## src/iwg_pkg.sv

```systemverilog
package iwg_pkg;
  // ----------------------------------------
  // register offsets
  // ----------------------------------------
  localparam logic [7:0] OFS_OFFSET_LOW  = 8'h80;
  localparam logic [7:0] OFS_OFFSET_HIGH = 8'h81;
  localparam logic [7:0] OFS_XS_LOW      = 8'h84;
  localparam logic [7:0] OFS_XS_HIGH     = 8'h85;
  localparam logic [7:0] OFS_YS_LOW      = 8'h88;
  localparam logic [7:0] OFS_YS_HIGH     = 8'h89;
  localparam logic [7:0] OFS_XE_LOW      = 8'h8c;
  localparam logic [7:0] OFS_XE_HIGH     = 8'h8d;
  localparam logic [7:0] OFS_YE_LOW      = 8'h90;
  localparam logic [7:0] OFS_YE_HIGH     = 8'h91;
  localparam logic [7:0] OFS_MISC        = 8'ha0;
  // ----------------------------------------
  // fields and reset values
  // ----------------------------------------
  localparam int         MISC_VND_BIT    = 7;
  localparam int         MISC_PSAVE_BIT  = 0;
  localparam logic [9:0] POS_RESET       = 10'h000;
  localparam logic [9:0] OFFSET_RESET    = 10'h000;
  localparam logic       PSAVE_RESET     = 1'b1;
  // ----------------------------------------
  // rotation and colour depth
  // ----------------------------------------
  typedef enum logic [1:0] {
    IWG_ROT_0, IWG_ROT_90, IWG_ROT_180, IWG_ROT_270
  } iwg_rot_t;
  localparam logic [2:0] BPP_1  = 3'h0;
  localparam logic [2:0] BPP_2  = 3'h1;
  localparam logic [2:0] BPP_4  = 3'h2;
  localparam logic [2:0] BPP_8  = 3'h3;
  localparam logic [2:0] BPP_16 = 3'h4;
  localparam logic [5:0] STEP_1  = 6'h20;
  localparam logic [5:0] STEP_2  = 6'h10;
  localparam logic [5:0] STEP_4  = 6'h08;
  localparam logic [5:0] STEP_8  = 6'h04;
  localparam logic [5:0] STEP_16 = 6'h02;
  localparam logic [5:0] STEP_LINE = 6'h01;
endpackage

```

## src/iwg_step_decode.sv

```systemverilog
`timescale 1ns/1ps
module iwg_step_decode (
  input  wire logic [1:0] rot_sel,
  input  wire logic [2:0] bpp_sel,
  output logic      [5:0] x_step,
  output logic      [5:0] y_step,
  output logic            bpp_valid
);
  function automatic logic [5:0] pix_step(input logic [2:0] b);
    case (b)
      iwg_pkg::BPP_1:  pix_step = iwg_pkg::STEP_1;
      iwg_pkg::BPP_2:  pix_step = iwg_pkg::STEP_2;
      iwg_pkg::BPP_4:  pix_step = iwg_pkg::STEP_4;
      iwg_pkg::BPP_8:  pix_step = iwg_pkg::STEP_8;
      iwg_pkg::BPP_16: pix_step = iwg_pkg::STEP_16;
      default:         pix_step = 6'h00;
    endcase
  endfunction

  logic sideways;
  // 01 and 11 select the quarter-turn orientations
  assign sideways = rot_sel[0];

  always_comb begin
    bpp_valid = (bpp_sel <= iwg_pkg::BPP_16);
    if (sideways) begin
      x_step = iwg_pkg::STEP_LINE;
      y_step = pix_step(bpp_sel);
    end else begin
      x_step = pix_step(bpp_sel);
      y_step = iwg_pkg::STEP_LINE;
    end
  end
endmodule

```

## src/iwg_pos_field.sv

```systemverilog
`timescale 1ns/1ps
module iwg_pos_field #(
  parameter logic [7:0] LOW_OFS  = 8'h84,
  parameter logic [7:0] HIGH_OFS = 8'h85
) (
  input  wire logic       clock,
  input  wire logic       rst_b,
  input  wire logic       wr_en,
  input  wire logic [7:0] addr,
  input  wire logic [7:0] wdata,
  input  wire logic       apply,
  output logic      [9:0] shadow_r,
  output logic      [9:0] active_r
);
  // ----------------------------------------
  // shadow written by software
  // ----------------------------------------
  always_ff @(posedge clock) begin
    if (!rst_b) begin
      shadow_r <= iwg_pkg::POS_RESET;
    end else if (wr_en && addr == LOW_OFS) begin
      shadow_r[7:0] <= wdata;
    end else if (wr_en && addr == HIGH_OFS) begin
      shadow_r[9:8] <= wdata[1:0];
    end
  end

  // ----------------------------------------
  // active copy used by the display
  // ----------------------------------------
  always_ff @(posedge clock) begin
    if (!rst_b) begin
      active_r <= iwg_pkg::POS_RESET;
    end else if (apply) begin
      active_r <= shadow_r;
    end
  end
endmodule

```

## src/iwg_regs.sv

```systemverilog
`timescale 1ns/1ps
// Contract
// hold a 10-bit inset line offset in double-words
// geometry has no display effect while inset enable is clear
// x start is 10 bits from panel origin; horizontal at 0/180 only
// at 0/180 x units step 32/16/8/4/2 pixels by depth
// at 90/270 x units step one line
// at 0/180 y units step one line
// at 90/270 y units step 32/16/8/4/2 pixels by depth
// x end is 10 bits, stepped like x start
// y start and end are 10 bits; vertical at 0/180 only
// low byte holds bits 7-0, next byte bits 1-0 hold 9-8
// software keeps horizontal extent within 1024 pixels
// software keeps vertical extent within 1024 pixels
// positions apply after y-end high write, at next non-display start
// misc bit 7 reads 1 in vertical non-display, 0 in display
// inset shares main window colour depth and rotation
// rotation 00/01/10/11 is 0/90/180/270 degrees
// depth codes 000..100 are 1..16 bpp, rest reserved
module iwg_regs (
  input  wire logic       clock,
  input  wire logic       rst_b,
  input  wire logic       reg_cs,
  input  wire logic       reg_wr,
  input  wire logic       reg_rd,
  input  wire logic [7:0] reg_addr,
  input  wire logic [7:0] reg_wdata,
  output logic      [7:0] reg_rdata,
  input  wire logic       vert_non_display,
  input  wire logic       inset_window_enable,
  input  wire logic [1:0] rot_sel,
  input  wire logic [2:0] bpp_sel,
  output logic      [9:0] inset_line_offset,
  output logic      [9:0] inset_x_start,
  output logic      [9:0] inset_x_end,
  output logic      [9:0] inset_y_start,
  output logic      [9:0] inset_y_end,
  output logic      [5:0] inset_x_step,
  output logic      [5:0] inset_y_step,
  output logic            inset_active,
  output logic            power_save_en
);
  // ----------------------------------------
  // bus decode
  // ----------------------------------------
  logic       wr_en;
  logic [9:0] offset_r;
  logic       psave_r;
  logic       pending_r;
  logic       vnd_d_r;
  logic       vnd_rise;
  logic       apply;
  logic       bpp_valid;
  logic [9:0] xs_sh, xe_sh, ys_sh, ye_sh;
  logic [9:0] xs_act, xe_act, ys_act, ye_act;
  logic [5:0] x_step_c;
  logic [5:0] y_step_c;
  logic       active_c;

  assign wr_en = reg_cs && reg_wr;

  // ----------------------------------------
  // line offset and misc control
  // ----------------------------------------
  always_ff @(posedge clock) begin
    if (!rst_b) begin
      offset_r <= iwg_pkg::OFFSET_RESET;
    end else if (wr_en && reg_addr == iwg_pkg::OFS_OFFSET_LOW) begin
      offset_r[7:0] <= reg_wdata;
    end else if (wr_en && reg_addr == iwg_pkg::OFS_OFFSET_HIGH) begin
      offset_r[9:8] <= reg_wdata[1:0];
    end
  end

  always_ff @(posedge clock) begin
    if (!rst_b) begin
      psave_r <= iwg_pkg::PSAVE_RESET;
    end else if (wr_en && reg_addr == iwg_pkg::OFS_MISC) begin
      psave_r <= reg_wdata[iwg_pkg::MISC_PSAVE_BIT];
    end
  end

  // ----------------------------------------
  // deferred apply of positions
  // ----------------------------------------
  always_ff @(posedge clock) begin
    if (!rst_b) begin
      vnd_d_r <= 1'b0;
    end else begin
      vnd_d_r <= vert_non_display;
    end
  end

  assign vnd_rise = vert_non_display && !vnd_d_r;
  // a write to y-end high may coincide with the edge; it then waits a frame
  assign apply    = pending_r && vnd_rise;

  always_ff @(posedge clock) begin
    if (!rst_b) begin
      pending_r <= 1'b0;
    end else if (wr_en && reg_addr == iwg_pkg::OFS_YE_HIGH) begin
      pending_r <= 1'b1;
    end else if (apply) begin
      pending_r <= 1'b0;
    end
  end

  iwg_pos_field #(.LOW_OFS(iwg_pkg::OFS_XS_LOW), .HIGH_OFS(iwg_pkg::OFS_XS_HIGH)) u_xs (
    .clock    (clock),
    .rst_b    (rst_b),
    .wr_en    (wr_en),
    .addr     (reg_addr),
    .wdata    (reg_wdata),
    .apply    (apply),
    .shadow_r (xs_sh),
    .active_r (xs_act)
  );
  iwg_pos_field #(.LOW_OFS(iwg_pkg::OFS_XE_LOW), .HIGH_OFS(iwg_pkg::OFS_XE_HIGH)) u_xe (
    .clock    (clock),
    .rst_b    (rst_b),
    .wr_en    (wr_en),
    .addr     (reg_addr),
    .wdata    (reg_wdata),
    .apply    (apply),
    .shadow_r (xe_sh),
    .active_r (xe_act)
  );
  iwg_pos_field #(.LOW_OFS(iwg_pkg::OFS_YS_LOW), .HIGH_OFS(iwg_pkg::OFS_YS_HIGH)) u_ys (
    .clock    (clock),
    .rst_b    (rst_b),
    .wr_en    (wr_en),
    .addr     (reg_addr),
    .wdata    (reg_wdata),
    .apply    (apply),
    .shadow_r (ys_sh),
    .active_r (ys_act)
  );
  iwg_pos_field #(.LOW_OFS(iwg_pkg::OFS_YE_LOW), .HIGH_OFS(iwg_pkg::OFS_YE_HIGH)) u_ye (
    .clock    (clock),
    .rst_b    (rst_b),
    .wr_en    (wr_en),
    .addr     (reg_addr),
    .wdata    (reg_wdata),
    .apply    (apply),
    .shadow_r (ye_sh),
    .active_r (ye_act)
  );

  // ----------------------------------------
  // stepping from shared main window settings
  // ----------------------------------------
  iwg_step_decode u_step (
    .rot_sel   (rot_sel),
    .bpp_sel   (bpp_sel),
    .x_step    (x_step_c),
    .y_step    (y_step_c),
    .bpp_valid (bpp_valid)
  );

  // ----------------------------------------
  // outputs to display fetch
  // ----------------------------------------
  assign active_c      = inset_window_enable && bpp_valid;
  assign power_save_en = psave_r;

  // offset and positions gated so the display sees zeros while the window is off, steps ungated;
  // registered, so every output lags its inputs by one cycle
  always_ff @(posedge clock) begin
    if (!rst_b) begin
      inset_active      <= 1'b0;
      inset_line_offset <= iwg_pkg::OFFSET_RESET;
      inset_x_start     <= iwg_pkg::POS_RESET;
      inset_x_end       <= iwg_pkg::POS_RESET;
      inset_y_start     <= iwg_pkg::POS_RESET;
      inset_y_end       <= iwg_pkg::POS_RESET;
      inset_x_step      <= 6'h00;
      inset_y_step      <= 6'h00;
    end else begin
      inset_active      <= active_c;
      inset_line_offset <= active_c ? offset_r : 10'h000;
      inset_x_start     <= active_c ? xs_act : 10'h000;
      inset_x_end       <= active_c ? xe_act : 10'h000;
      inset_y_start     <= active_c ? ys_act : 10'h000;
      inset_y_end       <= active_c ? ye_act : 10'h000;
      inset_x_step      <= x_step_c;
      inset_y_step      <= y_step_c;
    end
  end

  // ----------------------------------------
  // read mux; reads show shadow values
  // ----------------------------------------
  always_ff @(posedge clock) begin
    if (!rst_b) begin
      reg_rdata <= 8'h00;
    end else if (reg_cs && reg_rd) begin
      case (reg_addr)
        iwg_pkg::OFS_OFFSET_LOW:  reg_rdata <= offset_r[7:0];
        iwg_pkg::OFS_OFFSET_HIGH: reg_rdata <= {6'h00, offset_r[9:8]};
        iwg_pkg::OFS_XS_LOW:      reg_rdata <= xs_sh[7:0];
        iwg_pkg::OFS_XS_HIGH:     reg_rdata <= {6'h00, xs_sh[9:8]};
        iwg_pkg::OFS_YS_LOW:      reg_rdata <= ys_sh[7:0];
        iwg_pkg::OFS_YS_HIGH:     reg_rdata <= {6'h00, ys_sh[9:8]};
        iwg_pkg::OFS_XE_LOW:      reg_rdata <= xe_sh[7:0];
        iwg_pkg::OFS_XE_HIGH:     reg_rdata <= {6'h00, xe_sh[9:8]};
        iwg_pkg::OFS_YE_LOW:      reg_rdata <= ye_sh[7:0];
        iwg_pkg::OFS_YE_HIGH:     reg_rdata <= {6'h00, ye_sh[9:8]};
        iwg_pkg::OFS_MISC:        reg_rdata <= {vert_non_display, 6'h00, psave_r};
        default:                  reg_rdata <= 8'h00;
      endcase
    end
  end
endmodule

```

## config.mk

```make
export PLATFORM = sky130hd
export DESIGN_NAME = iwg_regs
export DESIGN_NICKNAME = d
export VERILOG_FILES = /design/src/iwg_pkg.sv /design/src/iwg_step_decode.sv /design/src/iwg_pos_field.sv /design/src/iwg_regs.sv
export SDC_FILE = /design/constraint.sdc
export NUM_CORES = 1
export LEC_CHECK = 0
export BUFFER_PORTS_ARGS = -buffer_cell sky130_fd_sc_hd__clkbuf_2
export CORE_MARGIN = 2
export CORE_UTILIZATION = 25
export DETAILED_ROUTE_END_ITERATION = 8
export PLACE_DENSITY_LB_ADDON = 0.08
export RECOVER_POWER = 100
export SYNTH_ARGS = -nofsm -noshare
export SYNTH_HDL_FRONTEND = slang
export SYNTH_SLANG_ARGS = --single-unit
```

## constraint.sdc

```tcl
create_clock -name clock -period 3.6 [get_ports clock]
set_clock_uncertainty 0.1 [all_clocks]
set_input_delay 1.08 -clock clock [delete_from_list [all_inputs] [get_ports clock]]
set_output_delay 1.08 -clock clock [all_outputs]
set_load 0.01 [all_outputs]
```

Yosys cells after proc, flatten, opt, wreduce, memory -nomap -nowiden

Cells that the tools add are included.

Flip-flop bits (word level): 164
Bits of input ports: 28
Output and inout port bits: 72

$lt $le $gt $ge: 1
Equality and inequality tests: 15
Muxes and demuxes: 6
Bitwise logic cells: 6
Reduce and logical (&&, ||, !) cells: 27

Operators by type and width:

| cell                                                            | count |
|---|---|
| 8-bit == test, second input constant                            | 11 |
| 8-bit one-hot mux with 11 select lines                          | 1 |
| 6-bit one-hot mux with 5 select lines                           | 1 |
| 1-bit logical AND                                               | 16 |
| 2-bit AND reduction                                             | 7 |
| 3-bit by 2-bit == test with 1-bit output, second input constant | 2 |
| 1-bit inverter                                                  | 6 |
| 1-bit two-way mux                                               | 4 |
| 3-bit by 1-bit == test with 1-bit output, second input constant | 1 |
| 3-bit == test, second input constant                            | 1 |
| 3-bit <= comparator, second input constant                      | 1 |
| 3-bit logical NOT                                               | 1 |
| 2-bit nonzero test                                              | 1 |
| 2-bit OR reduction                                              | 1 |
| 1-bit logical NOT                                               | 1 |

Depth between registers and ports, before layout

Depth after elaboration: 5
Gate-level depth with buffers: 7
Mapped depth without buffers: 4

Modules after synthesis

A second synthesis with hierarchy kept.

Cells, all modules: 607
Area, all modules: 6398.6 sq um

By module, submodules not included:

| module                    | instances | cells each | area an instance (sq um) | seq. area each (sq um) |
|---|---|---|---|---|
| iwg_regs                  | 1         | 282        | 3029.2                   | 1681.6 |
| iwg_pos_field at u_xs ... | 2         | 77         | 797.0                    | 400.4 |
| iwg_pos_field at u_ye     | 1         | 77         | 802.0                    | 400.4 |
| iwg_pos_field at u_xe     | 1         | 77         | 794.5                    | 400.4 |
| iwg_step_decode           | 1         | 17         | 178.9                    | 0.0 |

Worst setup path before layout

Ideal clock, no wire load.

Kind: in2reg
Start: in reg_addr[0]
End: reg reg_rdata[1]
Library setup time: 0.119 ns
Arrival: 2.350 ns
Path slack: 1.031 ns
Cell stages on the path: 6
Buffers on the path: 2
Cells stage by stage: buf_4 > clkbuf_1 > mux2_2 > a41oi_1 > o211ai_1 > o221a_2

Word-level cells in the longest chain between the ends: 2

RTL lines:

| what                                     | line            | RTL |
|---|---|---|
| start, declared                          | iwg_regs.sv:26  | `input wire logic [7:0] reg_addr,` |
| 8-bit == test                            | iwg_regs.sv:197 | `case (reg_addr)` |
| 8-bit one-hot mux with 11 select lines * | iwg_regs.sv:197 |  |
| end signal, assigned                     | iwg_regs.sv:198 | `iwg_pkg::OFS_OFFSET_LOW: reg_rdata <= offset_r[7:0];` |
| end signal, assigned                     | iwg_regs.sv:199 | `iwg_pkg::OFS_OFFSET_HIGH: reg_rdata <= {6'h00, offset_r[9:8]};` |
| end signal, assigned                     | iwg_regs.sv:200 | `iwg_pkg::OFS_XS_LOW: reg_rdata <= xs_sh[7:0];` |
| end, declared                            | iwg_regs.sv:28  | `output logic [7:0] reg_rdata,` |

Every way passes the cells marked *; elsewhere a longest branch is shown, timed or not.
A chain may end at the register's enable or synchronous reset.

Worst setup path in the final report

Start: in reg_addr[3]
End: reg reg_rdata[7]

The elaborated chain is that of the path after synthesis.

==> qor.csv <==
stage;metric;value;unit
power_and_ir_drop;clkPwrFrac;48.2;%
worst_setup_path;r2r_slack;1620;ps
logic_synthesis;synthesis.nets;635;
finish;syn2layout_area_growth;21.6;%
global_route;grt_pass1_wl;24.5;mm
logic_synthesis;synth_seq_cells;164;
sta;slew_viol_final;0;
logic_synthesis;syn_avg_cell_area;9.74;um^2
clock_network;hold_buffers;0;
sta;worstMarginPinSlew;1400;ps
place;port_buffers;98;
global_route;gr-usage-met3;2.93;%
sta;timing.fmax;349;MHz
die;coreArea;23300;um^2
worst_setup_path;cp-end-kind;flip-flop;
sta;setup_viol;0;
logic_synthesis;synth.most_common_cell;dfxtp_1;
power_and_ir_drop;p_comb_share;3.2;%
sta;final-hold-violation-count;0;
die;io-pin-count;100;
finish;multi_input_area;2440;um^2
min_path;hold_class;flip-flop to flip-flop;
sta;relSlewSlack;6.86;%
power_and_ir_drop;total_power;3.75;mW
detailed_routing;drt_iter0_markers;213;
clock_network;cts_setup_buffers;0;
logic_synthesis;syn_area;5910;um^2
power_and_ir_drop;seq_power_share;48.5;%
worst_setup_path;crit_path_top_delay_cell;nor2b_1;
logic_synthesis;synth_area_leaders;dfxtp_1 56%, nand2_1 6.3%, and2_1 5.8%;
flow_run;cap_violations;0;
logic_synthesis;synth_edf_count;0;
worst_setup_path;startpoint_type;input port;
die;die_w;158;um
die;die_y;158;um
detailed_routing;ant_nets;0;
finish;drive_above_1_share;10.5;%
finish;fillers;2505;
worst_setup_path;r2r_start;pending_r$_SDFFE_PN0P_;
clock_network;clk-insertion-delay-late;430;ps
clock_network;htree_levels;4;
clock_network;cts_buffers;17;
worst_setup_path;critPathKind;input port to flip-flop;
finish;n_antenna_cell;0;
detailed_routing;routed_wl;15.6;mm
logic_synthesis;synth_cell_type_count;43;
logic_synthesis;yosysWarnings;0;
clock_network;cts_root_buffer;clkbuf_16;
detailed_routing;vias;4484;
finish;final_util;30.8;%
status;status;finished, final reports clean;
sta;rsz0062_at_grt;false;
clock_network;clk_pin_slew;70;ps
global_route;grt_use_met2;20.9;%
die;die_area;24900;um^2
clock_network;clk_path_buf_depth;2;
global_route;antenna_found_initial;0;
power_and_ir_drop;power.density;522;nW/um^2
worst_setup_path;slowest_delay;690;ps
detailed_routing;drtPass1Iterations;4;
place;dp.cells;990;
worst_setup_path;worstPathRequired;3870;ps
clock_network;cts_resized;0;
sta;fin_ws;735;ps
sta;timing.final.crit_share;79.6;%
logic_synthesis;synth_top_area_share;55.5;%
sta;setup-tns-final;0;ps
global_route;first_global_vias;4485;
detailed_routing;drcViolationCount;0;
worst_setup_path;path_cells;clkbuf_1 -> nor2b_1 -> a22oi_1 -> o22ai_1 -> a32o_1;
global_route;grt_overflow;0;
power_and_ir_drop;p_switching;0.849;mW
power_and_ir_drop;p_int;2.90;mW
logic_synthesis;yosysTopAreaCell;dfxtp_1;
logic_synthesis;synthArstFlopShare;0;%
finish;fin_cells;1021;
global_route;met1_usage;16.7;%
power_and_ir_drop;worst_ir_drop_vdd;221;uV
power_and_ir_drop;p_leak;2.53;nW
logic_synthesis;syn_inst;607;
place;globalplace.congestion;0.787;
global_route;grt_busiest_layer;met2;
logic_synthesis;yosys_most_used_dff;dfxtp_1;
place;post-dp-hpwl;11.2;mm
min_path;hold_start;u_ys.active_r[3]$_SDFFE_PN0P_;
detailed_routing;wl_per_cell;15.3;um
die;start_util;25.3;%
worst_setup_path;critPathLaunch;reg_addr[3];
global_route;track_usage;13.1;%
clock_network;cts.sinks;164;
detailed_routing;vias_per_cell;4.39;
place;pre_cts_ws;650;ps
sta;fin_crit;2860;ps
power_and_ir_drop;sw_frac_of_total;22.6;%
logic_synthesis;yosysSeqAreaShare;55.5;%
worst_setup_path;critPathMaxFanout;16;
finish;nNetsFinal;718;
die;rows;56;
finish;seqCellArea;3280;um^2
clock_network;cts_tree;built;
worst_setup_path;crit_arrival;3130;ps
logic_synthesis;synth_common_cells;164 x dfxtp_1, 100 x nand2_1, 55 x and2_1, 42 x a21boi_0, 34 x o21ai_0;
global_route;grt_max_degree;58;
==> per-stage QoR <==
| stage | hold WS (ps) | cell area (um^2) |
|---|---|---|
| 3_5_place_dp | 343 | 6710 |
| 4_1_cts | 358 | 7300 |
| 2_1_floorplan | 330 | 5910 |
| 3_3_place_gp | 348 | 6710 |
| 5_1_grt | 362 | 7190 |
| 6_report | 351 | 7190 |
==> layout by cell type (no fill, tap or decap), drive strengths merged, types with 3 or more instances in the layout <==
cell type / count
and2: 55
mux2i: 28
nor2b: 22
nand2b: 4
a32o: 6
nand3: 32
nor2: 8
a22oi: 6
inv: 6
o21ai: 34
clkbuf: 120
nor3b: 3
nor3: 4
clkinvlp: 5
dfxtp: 164
o22ai: 7
nand4: 10
clkinv: 3
mux2: 8
a21boi: 42
nand3b: 3
nand2: 100
buf: 6
==> registers in the layout (all words and copies together), names as in the netlist, 8 cells and up <==
signal	cells
u_ys.shadow_r	10
reg_rdata	8
inset_x_start	10
u_ys.active_r	10
u_xe.shadow_r	10
u_ye.shadow_r	10
inset_y_start	10
u_xs.shadow_r	10
u_xe.active_r	10
u_ye.active_r	10
offset_r	10
inset_y_end	10
u_xs.active_r	10
inset_line_offset	10
inset_x_end	10
==> metal layers <==
metal	part of all wire (%)	up-vias
met5	0	-
met4	2.9	0
met3	4.1	28
met2	46	93
met1	47	2114
li1	-	2249
==> cells by family after synthesis <==
kind of cell,share of synthesized area (%)
multiplexers,6.65
AND/OR/NAND/NOR,22.2
buffers and inverters,3.24
flip-flops,55.5
AO/OA/AOI/OAI,12.4
==> power groups by stage <==
stage	logic (mW)	clock network (mW)	registers [mW]
finish	0.122	1.81	1.82
global placement	0.125	0	1.86
detailed placement	0.126	0	1.86
CTS	0.126	1.88	1.82
floorplan	0.0719	0	1.86
global route	0.136	1.95	1.82
==> cell type report <==
type                       count  share of cell area [%]
clock buffer                  18                    6.11
clock inverter                13                    2.09
inverter                       3                   0.157
multi-input combinational    396                    33.9
sequential                   164                    45.7
tap                          319                    5.55
timing repair buffer         108                    6.53
==> path summary, 6_finish.rpt <==
| check | end | cells past startpoint |
|---|---|---|
| hold / removal | inset_y_start[3]$_SDFF_PN0_ | 1 |
| setup reg to reg | u_xe.active_r[4]$_SDFFE_PN0P_ | 4 |
| setup / recovery | reg_rdata[7]$_SDFFE_PN0P_ | 5 |
| hold reg to reg | inset_y_start[3]$_SDFF_PN0_ | 1 |
==> critical path, delay by kind of cell <==
family                 cells  cell delay [ps]
buffers and inverters      1              630
AOI/OAI and AO/OA          3              720
and+or+nand+nor            1              690
Power figures use the tool's default switching activity.
